`config.mk`:
```
export PLATFORM = sky130hd
export DESIGN_NAME = bpcl_top
export DESIGN_NICKNAME = d
export VERILOG_FILES = /design/src/logic/bpcl_pkg.sv /design/src/logic/bpcl_bus_if.sv /design/src/logic/bpcl_cycle.sv /design/src/logic/bpcl_top.sv
export SDC_FILE = /design/constraint.sdc
export NUM_CORES = 1
export LEC_CHECK = 0
export BUFFER_PORTS_ARGS = -buffer_cell sky130_fd_sc_hd__buf_2
export CAP_MARGIN = 0
export CORE_ASPECT_RATIO = 0.7
export CORE_MARGIN = 2
export CORE_UTILIZATION = 50
export CTS_BUF_LIST = sky130_fd_sc_hd__clkbuf_2 sky130_fd_sc_hd__clkbuf_4 sky130_fd_sc_hd__clkbuf_8
export CTS_CLUSTER_DIAMETER = 80
export CTS_CLUSTER_SIZE = 40
export DETAILED_ROUTE_END_ITERATION = 10
export GPL_TIMING_DRIVEN = 0
export HOLD_SLACK_MARGIN = 0.08
export PLACE_DENSITY = 0.73
export RECOVER_POWER = 100
export SLEW_MARGIN = 25
export SYNTH_ARGS = -nofsm -noshare
export SYNTH_HDL_FRONTEND = slang
export SYNTH_SLANG_ARGS = --single-unit
```
`constraint.sdc`:
```
create_clock -name i_clk_sys -period 1.4 [get_ports i_clk_sys]
set_clock_uncertainty 0.15 [all_clocks]
set_input_delay 0.21 -clock i_clk_sys [delete_from_list [all_inputs] [get_ports i_clk_sys]]
set_output_delay 0.21 -clock i_clk_sys [all_outputs]
set_load 0.02 [all_outputs]
```
`src/logic/bpcl_pkg.sv`:
```
// Package: constants for the bit port and command logic
package bpcl_pkg;
  localparam int BPCL_WIDTH = 8;
  localparam logic [7:0] BPCL_DIR_RST = 8'hff;        // All bits inputs after reset
  localparam logic [7:0] BPCL_LATCH_RST = 8'h00;
  localparam logic [2:0] BPCL_CHAIN_RST = 3'h0;
  localparam int BPCL_CHAIN_LSB = 0;
  localparam int BPCL_CHAIN_FLAG_BIT = 3;
  localparam int BPCL_RST_SERIAL_BIT = 4;
  localparam int BPCL_RST_TIMER_BIT = 5;
  localparam int BPCL_RST_PARALLEL_BIT = 6;
  localparam int BPCL_ROUTE_BIT = 7;
  localparam int BPCL_TR_A_BIT = 5;
  localparam int BPCL_TR_B_BIT = 2;
  localparam logic [1:0] BPCL_SEL_DATA = 2'h0;
  localparam logic [1:0] BPCL_SEL_DIR = 2'h1;
  localparam logic [1:0] BPCL_SEL_CMD = 2'h2;
  localparam int BPCL_RST_MIN_CYC = 3;
  typedef enum logic [1:0]
  {
    BPCL_IDLE = 2'b00,
    BPCL_READ = 2'b01,
    BPCL_WRITE = 2'b10,
    BPCL_HOLD = 2'b11
  } bpcl_cyc_e;
endpackage

```
`src/logic/bpcl_bus_if.sv`:
```
// Interface: decoded bus cycle between the cycle decoder and the port core
`timescale 1ns/10ps
interface bpcl_bus_if;
  logic rd_go;
  logic wr_go;
  modport dec (output rd_go, output wr_go);
  modport core (input rd_go, input wr_go);
endinterface

```
`src/logic/bpcl_cycle.sv`:
```
// Cycle decoder: turns synchronised strobes into one-cycle read and write starts
`timescale 1ns/10ps
module bpcl_cycle
  import bpcl_pkg::*;
(
  input wire logic i_clk_sys, // System clock
  input wire logic i_rst,     // Synchronous reset
  input wire logic i_sel,     // Request and select both active
  input wire logic i_rd,      // Read active
  bpcl_bus_if.dec bus         // Decoded cycle starts
);
  bpcl_cyc_e st_q, st_d;
  logic rd_go_q, rd_go_d, wr_go_q, wr_go_d;

  always_comb
  begin
    st_d = st_q;
    rd_go_d = 1'b0;
    wr_go_d = 1'b0;
    case (st_q)
      BPCL_IDLE:
      begin
        if (i_sel && i_rd)
        begin
          st_d = BPCL_HOLD;
          rd_go_d = 1'b1;
        end
        else if (i_sel)
        begin
          st_d = BPCL_HOLD;
          wr_go_d = 1'b1;
        end
      end
      BPCL_HOLD:
      begin
        // One action per bus cycle however long the strobes stay low
        if (!i_sel)
          st_d = BPCL_IDLE;
      end
      default:
        st_d = BPCL_IDLE;
    endcase
  end

  always_ff @(posedge i_clk_sys)
  begin
    if (i_rst)
    begin
      st_q <= BPCL_IDLE;
      rd_go_q <= 1'b0;
      wr_go_q <= 1'b0;
    end
    else
    begin
      st_q <= st_d;
      rd_go_q <= rd_go_d;
      wr_go_q <= wr_go_d;
    end
  end

  assign bus.rd_go = rd_go_q;
  assign bus.wr_go = wr_go_q;
endmodule

```
`src/logic/bpcl_top.sv`:
```
// Top: bit-programmable port with command register
`timescale 1ns/10ps
module bpcl_top
  import bpcl_pkg::*;
#(
  parameter int WIDTH = BPCL_WIDTH
)
(
  input wire logic i_clk_sys,                  // 40 MHz system clock
  input wire logic i_sys_rst,                  // Synchronous reset, high
  input wire logic i_io_request_n,             // I/O request, low
  input wire logic i_cs_n,                     // Chip select, low
  input wire logic i_rd_n,                     // Read strobe, low
  input wire logic [1:0] i_reg_sel,            // Register select
  input wire logic [7:0] i_data,               // CPU data in
  output logic [7:0] o_data,                   // CPU data out
  output logic o_data_oe_n,                    // Data bus drive enable, low
  input wire logic [WIDTH-1:0] i_pin,          // Port pin levels
  output logic [WIDTH-1:0] o_pin,              // Port pin drive values
  output logic [WIDTH-1:0] o_pin_oe_n,         // Port pin enables, low drives
  input wire logic i_terminal_ready_out_a,     // Serial channel A terminal ready
  input wire logic i_terminal_ready_out_b,     // Serial channel B terminal ready
  output logic [2:0] o_chain_order,            // Daisy-chain order code
  output logic o_rst_serial_unit,              // Reset pulse to serial unit
  output logic o_rst_counter_timer_unit,       // Reset pulse to timer unit
  output logic o_rst_parallel_port_unit,       // Reset pulse to parallel unit
  output logic o_serial_signal_route_flag,     // Pins carry serial signals
  output logic o_irq_n                         // Interrupt, never asserted
);
  bpcl_bus_if bus();
  // Pins and bus strobes come from outside the clock domain
  logic [WIDTH-1:0] pin_s1_q, pin_s2_q;
  logic [2:0] ctl_s1_q, ctl_s2_q;
  logic [1:0] tr_s1_q, tr_s2_q;
  // Select and data need no handshake of their own: the synced strobes qualify them
  logic [1:0] rsel_s1_q, rsel_s2_q;
  logic [7:0] wdat_s1_q, wdat_s2_q;
  logic [WIDTH-1:0] dir_q, dir_d, latch_q, latch_d;
  logic [7:0] data_q, data_d;
  logic oe_n_q, oe_n_d;
  logic [2:0] chain_q, chain_d, urst_q, urst_d;
  logic route_q, route_d;
  logic [WIDTH-1:0] pin_q, pin_d, pin_oe_n_q, pin_oe_n_d;
  logic irq_n_q, irq_n_d;
  logic sel, rd;

  always_ff @(posedge i_clk_sys)
  begin
    pin_s1_q <= i_pin;
    pin_s2_q <= pin_s1_q;
    ctl_s1_q <= {i_io_request_n, i_cs_n, i_rd_n};
    ctl_s2_q <= ctl_s1_q;
    tr_s1_q <= {i_terminal_ready_out_a, i_terminal_ready_out_b};
    tr_s2_q <= tr_s1_q;
    // Select and data pass the same two stages as the strobes, so they arrive in step with them
    rsel_s1_q <= i_reg_sel;
    rsel_s2_q <= rsel_s1_q;
    wdat_s1_q <= i_data;
    wdat_s2_q <= wdat_s1_q;
  end

  assign sel = !ctl_s2_q[2] && !ctl_s2_q[1];
  assign rd = !ctl_s2_q[0];

  bpcl_cycle u_cycle
  (
    .i_clk_sys(i_clk_sys),
    .i_rst(i_sys_rst),
    .i_sel(sel),
    .i_rd(rd),
    .bus(bus.dec)
  );

  // Read-back mixes latch for outputs and pins for inputs
  function automatic logic [WIDTH-1:0] mix(input logic [WIDTH-1:0] dir, input logic [WIDTH-1:0] lat,
                                           input logic [WIDTH-1:0] pin);
    mix = (dir & pin) | (~dir & lat);
  endfunction

  // Bus answer: read data and its drive enable
  always_comb
  begin
    data_d = data_q;
    oe_n_d = oe_n_q;
    // Release the bus as soon as the synced read strobes drop
    if (!(sel && rd))
      oe_n_d = 1'b1;
    if (bus.rd_go)
    begin
      // Data on the bus from the edge after the capture
      oe_n_d = 1'b0;
      case (rsel_s2_q)
        BPCL_SEL_DATA: data_d = 8'(mix(dir_q, latch_q, pin_s2_q));
        BPCL_SEL_DIR: data_d = 8'(dir_q);
        BPCL_SEL_CMD: data_d = {route_q, 4'h0, chain_q};
        default: data_d = 8'h00;
      endcase
    end
  end

  always_ff @(posedge i_clk_sys)
  begin
    if (i_sys_rst)
    begin
      data_q <= 8'h00;
      oe_n_q <= 1'b1;
    end
    else
    begin
      data_q <= data_d;
      oe_n_q <= oe_n_d;
    end
  end

  // Control registers: direction, output latches and command
  always_comb
  begin
    dir_d = dir_q;
    latch_d = latch_q;
    chain_d = chain_q;
    route_d = route_q;
    urst_d = 3'h0;
    if (bus.wr_go)
    begin
      case (rsel_s2_q)
        BPCL_SEL_DATA: latch_d = wdat_s2_q[WIDTH-1:0];
        BPCL_SEL_DIR: dir_d = wdat_s2_q[WIDTH-1:0];
        BPCL_SEL_CMD:
        begin
          // Order and unit resets share one write, so the flag picks which one acts
          if (wdat_s2_q[BPCL_CHAIN_FLAG_BIT])
            chain_d = wdat_s2_q[BPCL_CHAIN_LSB +: 3];
          else
            urst_d = {wdat_s2_q[BPCL_RST_PARALLEL_BIT], wdat_s2_q[BPCL_RST_TIMER_BIT],
                      wdat_s2_q[BPCL_RST_SERIAL_BIT]};
          route_d = wdat_s2_q[BPCL_ROUTE_BIT];
        end
        default: ;
      endcase
    end
  end

  always_ff @(posedge i_clk_sys)
  begin
    if (i_sys_rst)
    begin
      dir_q <= WIDTH'(BPCL_DIR_RST);
      latch_q <= WIDTH'(BPCL_LATCH_RST);
      chain_q <= BPCL_CHAIN_RST;
      route_q <= 1'b0;
      urst_q <= 3'h0;
    end
    else
    begin
      dir_q <= dir_d;
      latch_q <= latch_d;
      chain_q <= chain_d;
      route_q <= route_d;
      urst_q <= urst_d;
    end
  end

  always_comb
  begin
    pin_d = latch_q;
    pin_oe_n_d = dir_q; // Direction bit one means input, so not driven
    // No interrupt source here; still a flop like every other output
    irq_n_d = 1'b1;
    if (route_q)
    begin
      // Serial signals take bits 5 and 2 as driven outputs
      pin_d[BPCL_TR_A_BIT] = tr_s2_q[1];
      pin_d[BPCL_TR_B_BIT] = tr_s2_q[0];
      pin_oe_n_d[BPCL_TR_A_BIT] = 1'b0;
      pin_oe_n_d[BPCL_TR_B_BIT] = 1'b0;
    end
  end

  // Pin drive leaves flops so the pads never see decode glitches
  always_ff @(posedge i_clk_sys)
  begin
    if (i_sys_rst)
    begin
      pin_q <= '0;
      pin_oe_n_q <= '1;
      irq_n_q <= 1'b1;
    end
    else
    begin
      pin_q <= pin_d;
      pin_oe_n_q <= pin_oe_n_d;
      irq_n_q <= irq_n_d;
    end
  end

  assign o_data = data_q;
  assign o_data_oe_n = oe_n_q;
  assign o_pin = pin_q;
  assign o_pin_oe_n = pin_oe_n_q;
  assign o_chain_order = chain_q;
  assign o_rst_serial_unit = urst_q[0];
  assign o_rst_counter_timer_unit = urst_q[1];
  assign o_rst_parallel_port_unit = urst_q[2];
  assign o_serial_signal_route_flag = route_q;
  assign o_irq_n = irq_n_q;
endmodule

```
==> flow_metrics.tcl, run 1 <==
set metrics [dict create \
    avgSynthCellArea_sq_um 11.8 \
    powerDensity_mw_per_mm2 1360 \
    tightest_slew_ns 0.539 \
    path_cells "and3b_2, buf_6, and2b_2, o21ai_0" \
    netlist_top_cells_area "dfxtp_1 69%, mux2i_1 4.7%, o21ai_0 3.2%" \
    synth_top_flop_cell "dfxtp_1" \
    root_buffer "clkbuf_8" \
    muxShareOfSynthArea_pct 4.65 \
    p_leak_nw 1.46 \
    postLayoutCoreUtil_pct 69.1 \
    die_area_sq_mm 0.00622 \
    wl_met3_um 385 \
    slowest_delay_ns 0.37 \
    antennaDiodeCount 0 \
    die_h_um 66.6 \
    hold_viol_final 0 \
    gp_congestion 0.806 \
    worst-path-buf-inv 1 \
    layout.nets 355 \
    wirelength_um 5400 \
    hold_path_class "register to register" \
    cts.clk_slew.worst_paths_ns 0.08 \
    cts_tree "done" \
    synthDistinctLibCells 32 \
    min_delay_worst_endpoint "pin_s2_q[7]" \
    crit_family "simple AND/OR/NAND/NOR gates" \
    synth-simple-area-share_pct 13.1 \
    whs_path_depth 0 \
    synth_compound_area_share_pct 9.75 \
    clockBufferDepth 2 \
    seq_area_frac_synth_pct 69.4 \
    path_class "register to register" \
    finalCritPeriodShare_pct 103 \
    end_kind "register" \
    overflow 0 \
    grt_pass1_wl_um 8710 \
    max-slew-margin-rel_pct 64.1 \
    ys_async_sr_fraction_pct 0 \
    drt-initial-drc-count 108 \
    period_needed_ns 1.44 \
    route.vias.total 1919 \
    drive_gt1_share_pct 19.2 \
    final_common_cell "dfxtp_1" \
    yosysTopAreaCellShare_pct 69.4 \
    yosysTopAreaCell "dfxtp_1" \
    syn_to_final_growth_pct 31.2 \
    syn_area_sq_mm 0.00280 \
    final_antenna_net_count 0 \
    synth-edff-count 0 \
    numCtsBuffers 9 \
    via_per_inst 4.73 \
    worstPathRequired_ns 1.53 \
    io_buffers 56 \
    outcome "finished with violations" \
    yosysWarnings 0 \
    synth_fp_nets 262 \
    synth_xor_area_share_pct 0 \
    htree_levels 3 \
    r2r_start "rsel_s2_q[1]" \
    hold_ws_ns 0.178 \
    synth_top_family_by_area "simple AND/OR/NAND/NOR gates" \
    synthCells 237 \
    die_w_um 93.4 \
    wl_per_cell_um 13.3 \
    firstDrtPassIters 4 \
    worst_slack_ns -0.0449 \
    floorplan.initialDensity_pct 52.7 \
    synth_fa_ha_area_share_pct 0 \
    wl_met1_um 2540 \
    top_layer_used "met4" \
    cts_sinks 97 \
    drc 0 \
    antenna_found_initial 0 \
    core_area_sq_mm 0.00531 \
    final_cell_mix "95 x dfxtp_1, 32 x clkbuf_1, 25 x buf_2" \
    num_rows 22 \
    met2_length_um 2400 \
    setup_viol 5 \
    finalInstanceArea_sq_mm 0.00367 \
    r2r_cells 4 \
    grt_pass1_vias 1809 \
    maxCapViolations 0 \
    cp.arrival_ns 1.57 \
    violations "negative setup slack" \
    totalPowerFinal_mw 5.00 \
    grt_usage_pct 19.0 \
    ios 58 \
    vdd_drop_max_v 0.000761 \
    clock.fmax_mhz 692 \
    hp-start "pin_s1_q[7]" \
    fillCellCount 418 \
    dp_hpwl_um 3480 \
    crit_fanout 10 \
    setup.worst_path.start_class "register" \
    rsz0062_at_grt "yes" \
    pre_cts_slack_ns -0.293 \
    grt_max_degree 17 \
    final-max-slew-violation-count 0 \
    startpoint "rsel_s2_q[1]" \
    dpl_cell_area_sq_mm 0.00317 \
    crit_slowest_cell "dfxtp_1" \
    reg2reg_slack_ns -0.04 \
    worstSkewPairLatency_ns 0.36 \
    ys_ff_latch 97 \
    r2r_end "dir_q[0]" \
]
state kept, by name, indices dropped and copies added (netlist names), 8 cells and up:
name        count
wdat_s1_q       8
o_pin_oe_n      8
dir_q           8
pin_s2_q        8
pin_s1_q        8
wdat_s2_q       8
o_pin           8
o_data          8
latch_q         8
cells by family after synthesis:
| logic type | after synthesis |
|---|---|
| compound gates | 41 |
| flops | 97 |
| mux | 13 |
| simple gates | 68 |
| buf+inv | 17 |
| other cells | 1 |
how the worst max path moves through the flow:
stage | end | slack (ns) | cells past startpoint
CTS | latch_q[3] | -0.01 | 5
floorplan | o_data[1] | 0.08 | 4
global placement | o_chain_order[0] | -0.22 | 4
detailed placement | o_chain_order[1] | -0.29 | 4
global route | latch_q[4] | -0.12 | 5
finish | dir_q[0] | -0.04 | 4
power breakdown:
part           switching (mW)  total [mW]  internal, mW
registers              0.0397        2.88          2.84
clock network           0.901        1.91          1.01
logic                  0.0941       0.210         0.116
total                    1.03        5.00          3.96
cells in the mapped netlist, drive strengths merged, types with 4 or more instances:
library cell	instances
a21o	6
inv	7
a211oi	4
dfxtp	97
and2	4
mux2i	13
a21oi	5
buf	8
a22o	4
or3b	4
o21ai	18
nor2	24
nand2	7
nor2b	13
nand2b	4
per-layer routing:
layer,track usage [%],vias up
met5,0,-
met4,8.46,0
met3,6.90,7
met2,28.8,61
met1,24.3,880
li1,-,971
worst reg2reg max path: cells and delay by family, from the launching register on:
family	cells	cell delay, ns
simple gates	2	0.50
flops	1	0.37
buf+inv	1	0.15
compound gates	1	0.20
layout make-up:
cell class                      count  area, sq um  share of cell area [%]
Buffer                             10         87.6                    2.39
Clock buffer                        9          124                    3.38
Clock inverter                      6         91.3                    2.49
Inverter                            7         26.3                   0.716
Multi-Input combinational cell    123          805                    21.9
Sequential cell                    97         1950                    53.1
Tap cell                           72         90.1                    2.45
Timing Repair Buffer               82          499                    13.6
stage by stage:
step	instances	setup TNS (ns)
3_3_place_gp	365	-2.75
2_1_floorplan	237	0
5_1_grt	406	-1.62
4_1_cts	406	-0.0215
6_report	406	-0.123
3_5_place_dp	365	-3.65
repair_timing:
| action | in CTS | in global routing |
|---|---|---|
| pin swaps | 4 | 1 |
| hold endpoints to repair | 23 | 0 |
| setup endpoints to repair | 31 | 26 |
| hold buffers | 23 | 0 |
| gates resized for setup | 17 | 13 |
| setup buffers | 3 | 0 |
Power figures use the tool's default switching activity.
==> run 2: changes to the inputs <==
--- a/config.mk
+++ b/config.mk
@@ -9,14 +9,14 @@
 export CAP_MARGIN = 0
 export CORE_ASPECT_RATIO = 0.7
 export CORE_MARGIN = 2
-export CORE_UTILIZATION = 50
+export CORE_UTILIZATION = 58
 export CTS_BUF_LIST = sky130_fd_sc_hd__clkbuf_2 sky130_fd_sc_hd__clkbuf_4 sky130_fd_sc_hd__clkbuf_8
 export CTS_CLUSTER_DIAMETER = 80
 export CTS_CLUSTER_SIZE = 40
 export DETAILED_ROUTE_END_ITERATION = 10
 export GPL_TIMING_DRIVEN = 0
 export HOLD_SLACK_MARGIN = 0.08
-export PLACE_DENSITY = 0.73
+export PLACE_DENSITY = 0.84
 export RECOVER_POWER = 100
 export SLEW_MARGIN = 25
 export SYNTH_ARGS = -nofsm -noshare
==> constraint.sdc (replaced) <==
create_clock -name i_clk_sys -period 1.84 [get_ports i_clk_sys]
set_clock_uncertainty 0.15 [all_clocks]
set_input_delay 0.276 -clock i_clk_sys [delete_from_list [all_inputs] [get_ports i_clk_sys]]
set_output_delay 0.276 -clock i_clk_sys [all_outputs]
set_load 0.02 [all_outputs]
==> run 2 against run 1 <==
  * The flow now finishes without violations
  * Sequential share of layout area up 2.4 points
  * Maximum frequency down 11%
  * Critical path depth down 1
  * Final area down 4.6%
  * Sequential power down 24%
  * Flip-flop and latch count unchanged
  * Register-to-register slack better by 0.26 ns
  * Combinational power down 30%
  * Critical path type unchanged
  * Largest power group unchanged
==> flow_metrics.tcl, run 2 (same netlist as run 1, synthesis figures left out) <==
set metrics [dict create \
    maxCapViolations 0 \
    numCtsBuffers 9 \
    path_class "register to register" \
    via_per_inst 4.94 \
    crit_family "compound AO/OA/AOI/OAI gates" \
    end_kind "register" \
    fin_tns_setup_ns 0 \
    drc 0 \
    clockBufferDepth 2 \
    route.vias.total 1920 \
    overflow 0 \
    cts_resized 0 \
    wl_per_cell_um 13.8 \
    cts_tree "done" \
    period_needed_ns 1.63 \
    io_buffers 56 \
    rsz0062_at_grt "no" \
    num_rows 21 \
    outcome "completed" \
    final_cell_mix "97 x dfxtp_1, 38 x clkbuf_1, 25 x buf_2" \
    die_h_um 62.1 \
    floorplan.initialDensity_pct 59.5 \
    syn_to_final_growth_pct 25.2 \
    endpoint "o_data[0]" \
    setup.worst_path.start_class "register" \
    worstSkewPairLatency_ns 0.36 \
    totalPowerFinal_mw 3.59 \
    path_cells "a21boi_0, nor2_1, a211oi_1" \
    core_area_sq_mm 0.00470 \
    die_area_sq_mm 0.00540 \
    r2r_start "u_cycle.bus.rd_go" \
    grt_pass1_wl_um 9030 \
    cp.arrival_ns 1.76 \
    final_common_cell "dfxtp_1" \
    startpoint "u_cycle.bus.rd_go" \
    antenna_found_initial 0 \
    setup_viol 0 \
    drive_gt1_share_pct 13.3 \
    htree_levels 3 \
    antennaDiodeCount 0 \
    hold_viol_final 0 \
    wirelength_um 5350 \
    vdd_drop_max_v 0.000749 \
    path_depth 3 \
    hp-start "wdat_s1_q[1]" \
    cts_sinks 97 \
    final-max-slew-violation-count 0 \
    root_buffer "clkbuf_8" \
    slowest_delay_ns 0.56 \
    crit_fanout 8 \
    cts.clk_slew.worst_paths_ns 0.09 \
    finalCritPeriodShare_pct 88.4 \
    clock.fmax_mhz 615 \
    final_antenna_net_count 0 \
    gp_congestion 0.813 \
    reg2reg_slack_ns 0.21 \
    max-slew-margin-rel_pct 59.1 \
    worst-path-buf-inv 0 \
    grt_usage_pct 22.5 \
    crit_slowest_cell "a21boi_0" \
    r2r_cells 3 \
    layout.nets 352 \
    worstPathRequired_ns 1.97 \
    grt_max_degree 19 \
    grt_pass1_vias 1959 \
    p_leak_nw 1.38 \
    drt-initial-drc-count 91 \
    firstDrtPassIters 4 \
    ios 58 \
    die_w_um 87.0 \
    dp_hpwl_um 3450 \
    tightest_slew_ns 0.607 \
    r2r_end "o_data[0]" \
    hold_path_class "register to register" \
    powerDensity_mw_per_mm2 1020 \
]
run 2: final cells by class:
type / instances / area, sq um
clock buffers: 9 / 124
clock inverters: 7 / 60.1
multi-input cells: 123 / 757
flip-flops and latches: 97 / 1940
plain buffers: 10 / 52.6
repair buffers: 79 / 469
inverters: 7 / 26.3
fillers: 345 / 1200
well taps: 57 / 71.3
run 2: where the power goes:
part | total, mW | internal, mW | switching (mW)
clock network | 1.25 | 0.514 | 0.735
logic | 0.146 | 0.0783 | 0.0674
registers | 2.19 | 2.16 | 0.0289
run 2: worst min path at each step:
stage | endpoint | slack [ns] | cells after the start
after floorplan | ctl_s1_q[0] | 0.15 | 0
after global placement | tr_s2_q[1] | 0.16 | 0
after detailed placement | ctl_s2_q[0] | 0.16 | 0
after CTS | o_data[6] | 0.17 | 3
after global routing | pin_s2_q[5] | 0.19 | 0
final | wdat_s2_q[1] | 0.18 | 0
run 2: through the flow:
step / hold slack [ns] / util [%] / std cells / setup slack (ns) / instance area [sq um]
global route: 0.189 / 74.5 / 389 / 0.0728 / 3500
CTS: 0.170 / 75.8 / 389 / 0.225 / 3560
detailed placement: 0.162 / 67.0 / 350 / 0.250 / 3150
floorplan: 0.154 / - / 237 / 0.516 / 2800
global placement: 0.161 / 67.0 / 350 / 0.291 / 3150
finish: 0.182 / 74.5 / 389 / 0.214 / 3500
run 2: metal layers:
layer	track usage, %	wire, um	up-vias	part of all wire [%]
met5	0	0	-	0
met1	26.2	2250	892	42
met3	8.91	311	8	5.8
li1	-	-	970	-
met4	7.03	66	0	1.2
met2	38.1	2730	50	51
run 2: repair_timing:
item                                    CTS  global route
hold endpoints to repair                 23             0
endpoints found under the setup margin    0             0
hold buffers                             23             0
buffers inserted                          0             0
==> run 3: changes to the inputs <==
--- a/config.mk
+++ b/config.mk
@@ -11,7 +11,6 @@
 export CORE_MARGIN = 2
 export CORE_UTILIZATION = 58
 export CTS_BUF_LIST = sky130_fd_sc_hd__clkbuf_2 sky130_fd_sc_hd__clkbuf_4 sky130_fd_sc_hd__clkbuf_8
-export CTS_CLUSTER_DIAMETER = 80
 export CTS_CLUSTER_SIZE = 40
 export DETAILED_ROUTE_END_ITERATION = 10
 export GPL_TIMING_DRIVEN = 0
==> constraint.sdc (replaced) <==
create_clock -name i_clk_sys -period 1.84 [get_ports i_clk_sys]
set_clock_uncertainty 0.15 [all_clocks]
set_input_delay 0.552 -clock i_clk_sys [delete_from_list [all_inputs] [get_ports i_clk_sys]]
set_output_delay 0.552 -clock i_clk_sys [all_outputs]
set_load 0.02 [all_outputs]
==> run 3 against run 2 <==
  * First-iteration DRC count up 19%
  * Sequential share of layout area up 3.9 points
  * Clock-buffer cell count unchanged
  * Highest routed layer unchanged
==> flow_metrics.tcl, run 3 (same netlist as run 1, synthesis figures left out) <==
set metrics [dict create \
    antennaDiodeCount 0 \
    die_area_sq_mm 0.00540 \
    crit_slowest_cell "dfxtp_2" \
    setup.worst_path.start_class "register" \
    ios 58 \
    vdd_drop_max_v 0.000739 \
    firstDrtPassIters 4 \
    drt-initial-drc-count 108 \
    final-max-slew-violation-count 0 \
    end_kind "output pin" \
    worst_slack_ns 0.0820 \
    grt_pass1_wl_um 8550 \
    maxCapViolations 0 \
    final_antenna_net_count 0 \
    antenna_found_initial 0 \
    slowest_delay_ns 0.44 \
    grt_usage_pct 21.4 \
    dp_hpwl_um 3450 \
    crit_family "flip-flops" \
    powerDensity_mw_per_mm2 1080 \
    syn_to_final_growth_pct 17.1 \
    finalInstanceArea_sq_mm 0.00328 \
    clock.fmax_mhz 569 \
    route.vias.total 1835 \
    floorplan.initialDensity_pct 59.5 \
    max-slew-margin-rel_pct 60.5 \
    final_common_cell "dfxtp_1" \
    path_cells "clkbuf_1" \
    finalCritPeriodShare_pct 95.5 \
    overflow 0 \
    wirelength_um 5050 \
    hold_viol_final 0 \
    htree_levels 3 \
    numCtsBuffers 9 \
    cts_hold_buf 0 \
    die_h_um 62.1 \
    num_rows 21 \
    tightest_slew_ns 0.588 \
    root_buffer "clkbuf_8" \
    gp_congestion 0.813 \
    hold_path_class "primary input to register" \
    cts_tree "done" \
    wl_per_cell_um 13.8 \
    path_class "register to output pin" \
    clockBufferDepth 2 \
    cts_sinks 97 \
    die_w_um 87.0 \
    grt_max_degree 19 \
    fillCellCount 372 \
    crit_fanout 6 \
    pre_cts_slack_ns 0.0801 \
    io_buffers 56 \
    core_area_sq_mm 0.00470 \
    cts.clk_slew.worst_paths_ns 0.09 \
    worstSkewPairLatency_ns 0.36 \
    rsz0062_at_grt "no" \
    p_leak_nw 1.29 \
    final_cell_mix "96 x dfxtp_1, 38 x clkbuf_1, 25 x buf_2" \
    fin_tns_setup_ns 0 \
    grt_pass1_vias 1850 \
    setup_viol 0 \
    dpl_cell_area_sq_mm 0.00315 \
    period_needed_ns 1.76 \
    cp.arrival_ns 1.06 \
    outcome "completed" \
    drc 0 \
    layout.nets 329 \
    via_per_inst 5.01 \
    drive_gt1_share_pct 14.6 \
    reg2reg_slack_ns 0.21 \
    worstPathRequired_ns 1.14 \
    worst-path-buf-inv 1 \
]
==> run 3: final timing paths <==
check	from	end	depth (start not counted)
worst max-delay path	o_serial_signal_route_flag	o_serial_signal_route_flag	1
worst min-delay path	i_data[0]	wdat_s1_q[0]	1
worst min register to register	wdat_s1_q[1]	wdat_s2_q[1]	0
worst max register to register	rsel_s2_q[0]	o_chain_order[2]	4
==> run 3: worst register-to-register path: cells and delay by family, from the launching register on <==
kind                   cells  cell delay (ns)
AND/OR/NAND/NOR            2             0.35
flip-flops                 1             0.39
buffers and inverters      1             0.41
multiplexers               1             0.21
==> run 3: repair_timing <==
item                                    in CTS  in global routing
buffers inserted                             0                  0
resized for setup                            1                  0
endpoints found under the setup margin       1                  0
==> run 3: routing by layer <==
metal	share of wire (%)	wire length (um)	vias to the layer above	global-route usage [%]
li1	-	-	917	-
met1	43	2190	865	25.2
met2	50	2540	47	35.5
met3	5.4	271	6	8.78
met4	0.99	50	0	6.45
met5	0	0	-	0
==> run 3: area by class of cell <==
| cell class | count | area, sq um | share of cell area, % |
|---|---|---|---|
| Inverter | 7 | 26.3 | 0.802 |
| Clock buffer | 9 | 124 | 3.78 |
| Multi-Input combinational cell | 123 | 757 | 23.1 |
| Buffer | 10 | 55.1 | 1.68 |
| Tap cell | 57 | 71.3 | 2.18 |
| Timing Repair Buffer | 56 | 239 | 7.30 |
| Sequential cell | 97 | 1940 | 59.3 |
| Clock inverter | 7 | 60.1 | 1.83 |
==> run 3: per-stage QoR <==
stage | power [mW] | cells | utilization [%] | hold slack, ns
2_1_floorplan | 2.29 | 237 | - | 0.160
4_1_cts | 3.57 | 366 | 70.9 | 0.116
5_1_grt | 3.69 | 366 | 69.6 | 0.108
6_report | 3.54 | 366 | 69.6 | 0.131
3_3_place_gp | 2.35 | 350 | 67.0 | 0.161
3_5_place_dp | 2.35 | 350 | 67.0 | 0.162
==> run 3: where the power goes <==
group | total (mW) | switching [mW] | internal (mW)
Combinational | 0.107 | 0.0603 | 0.0466
Clock | 1.25 | 0.733 | 0.514
Sequential | 2.19 | 0.0289 | 2.16
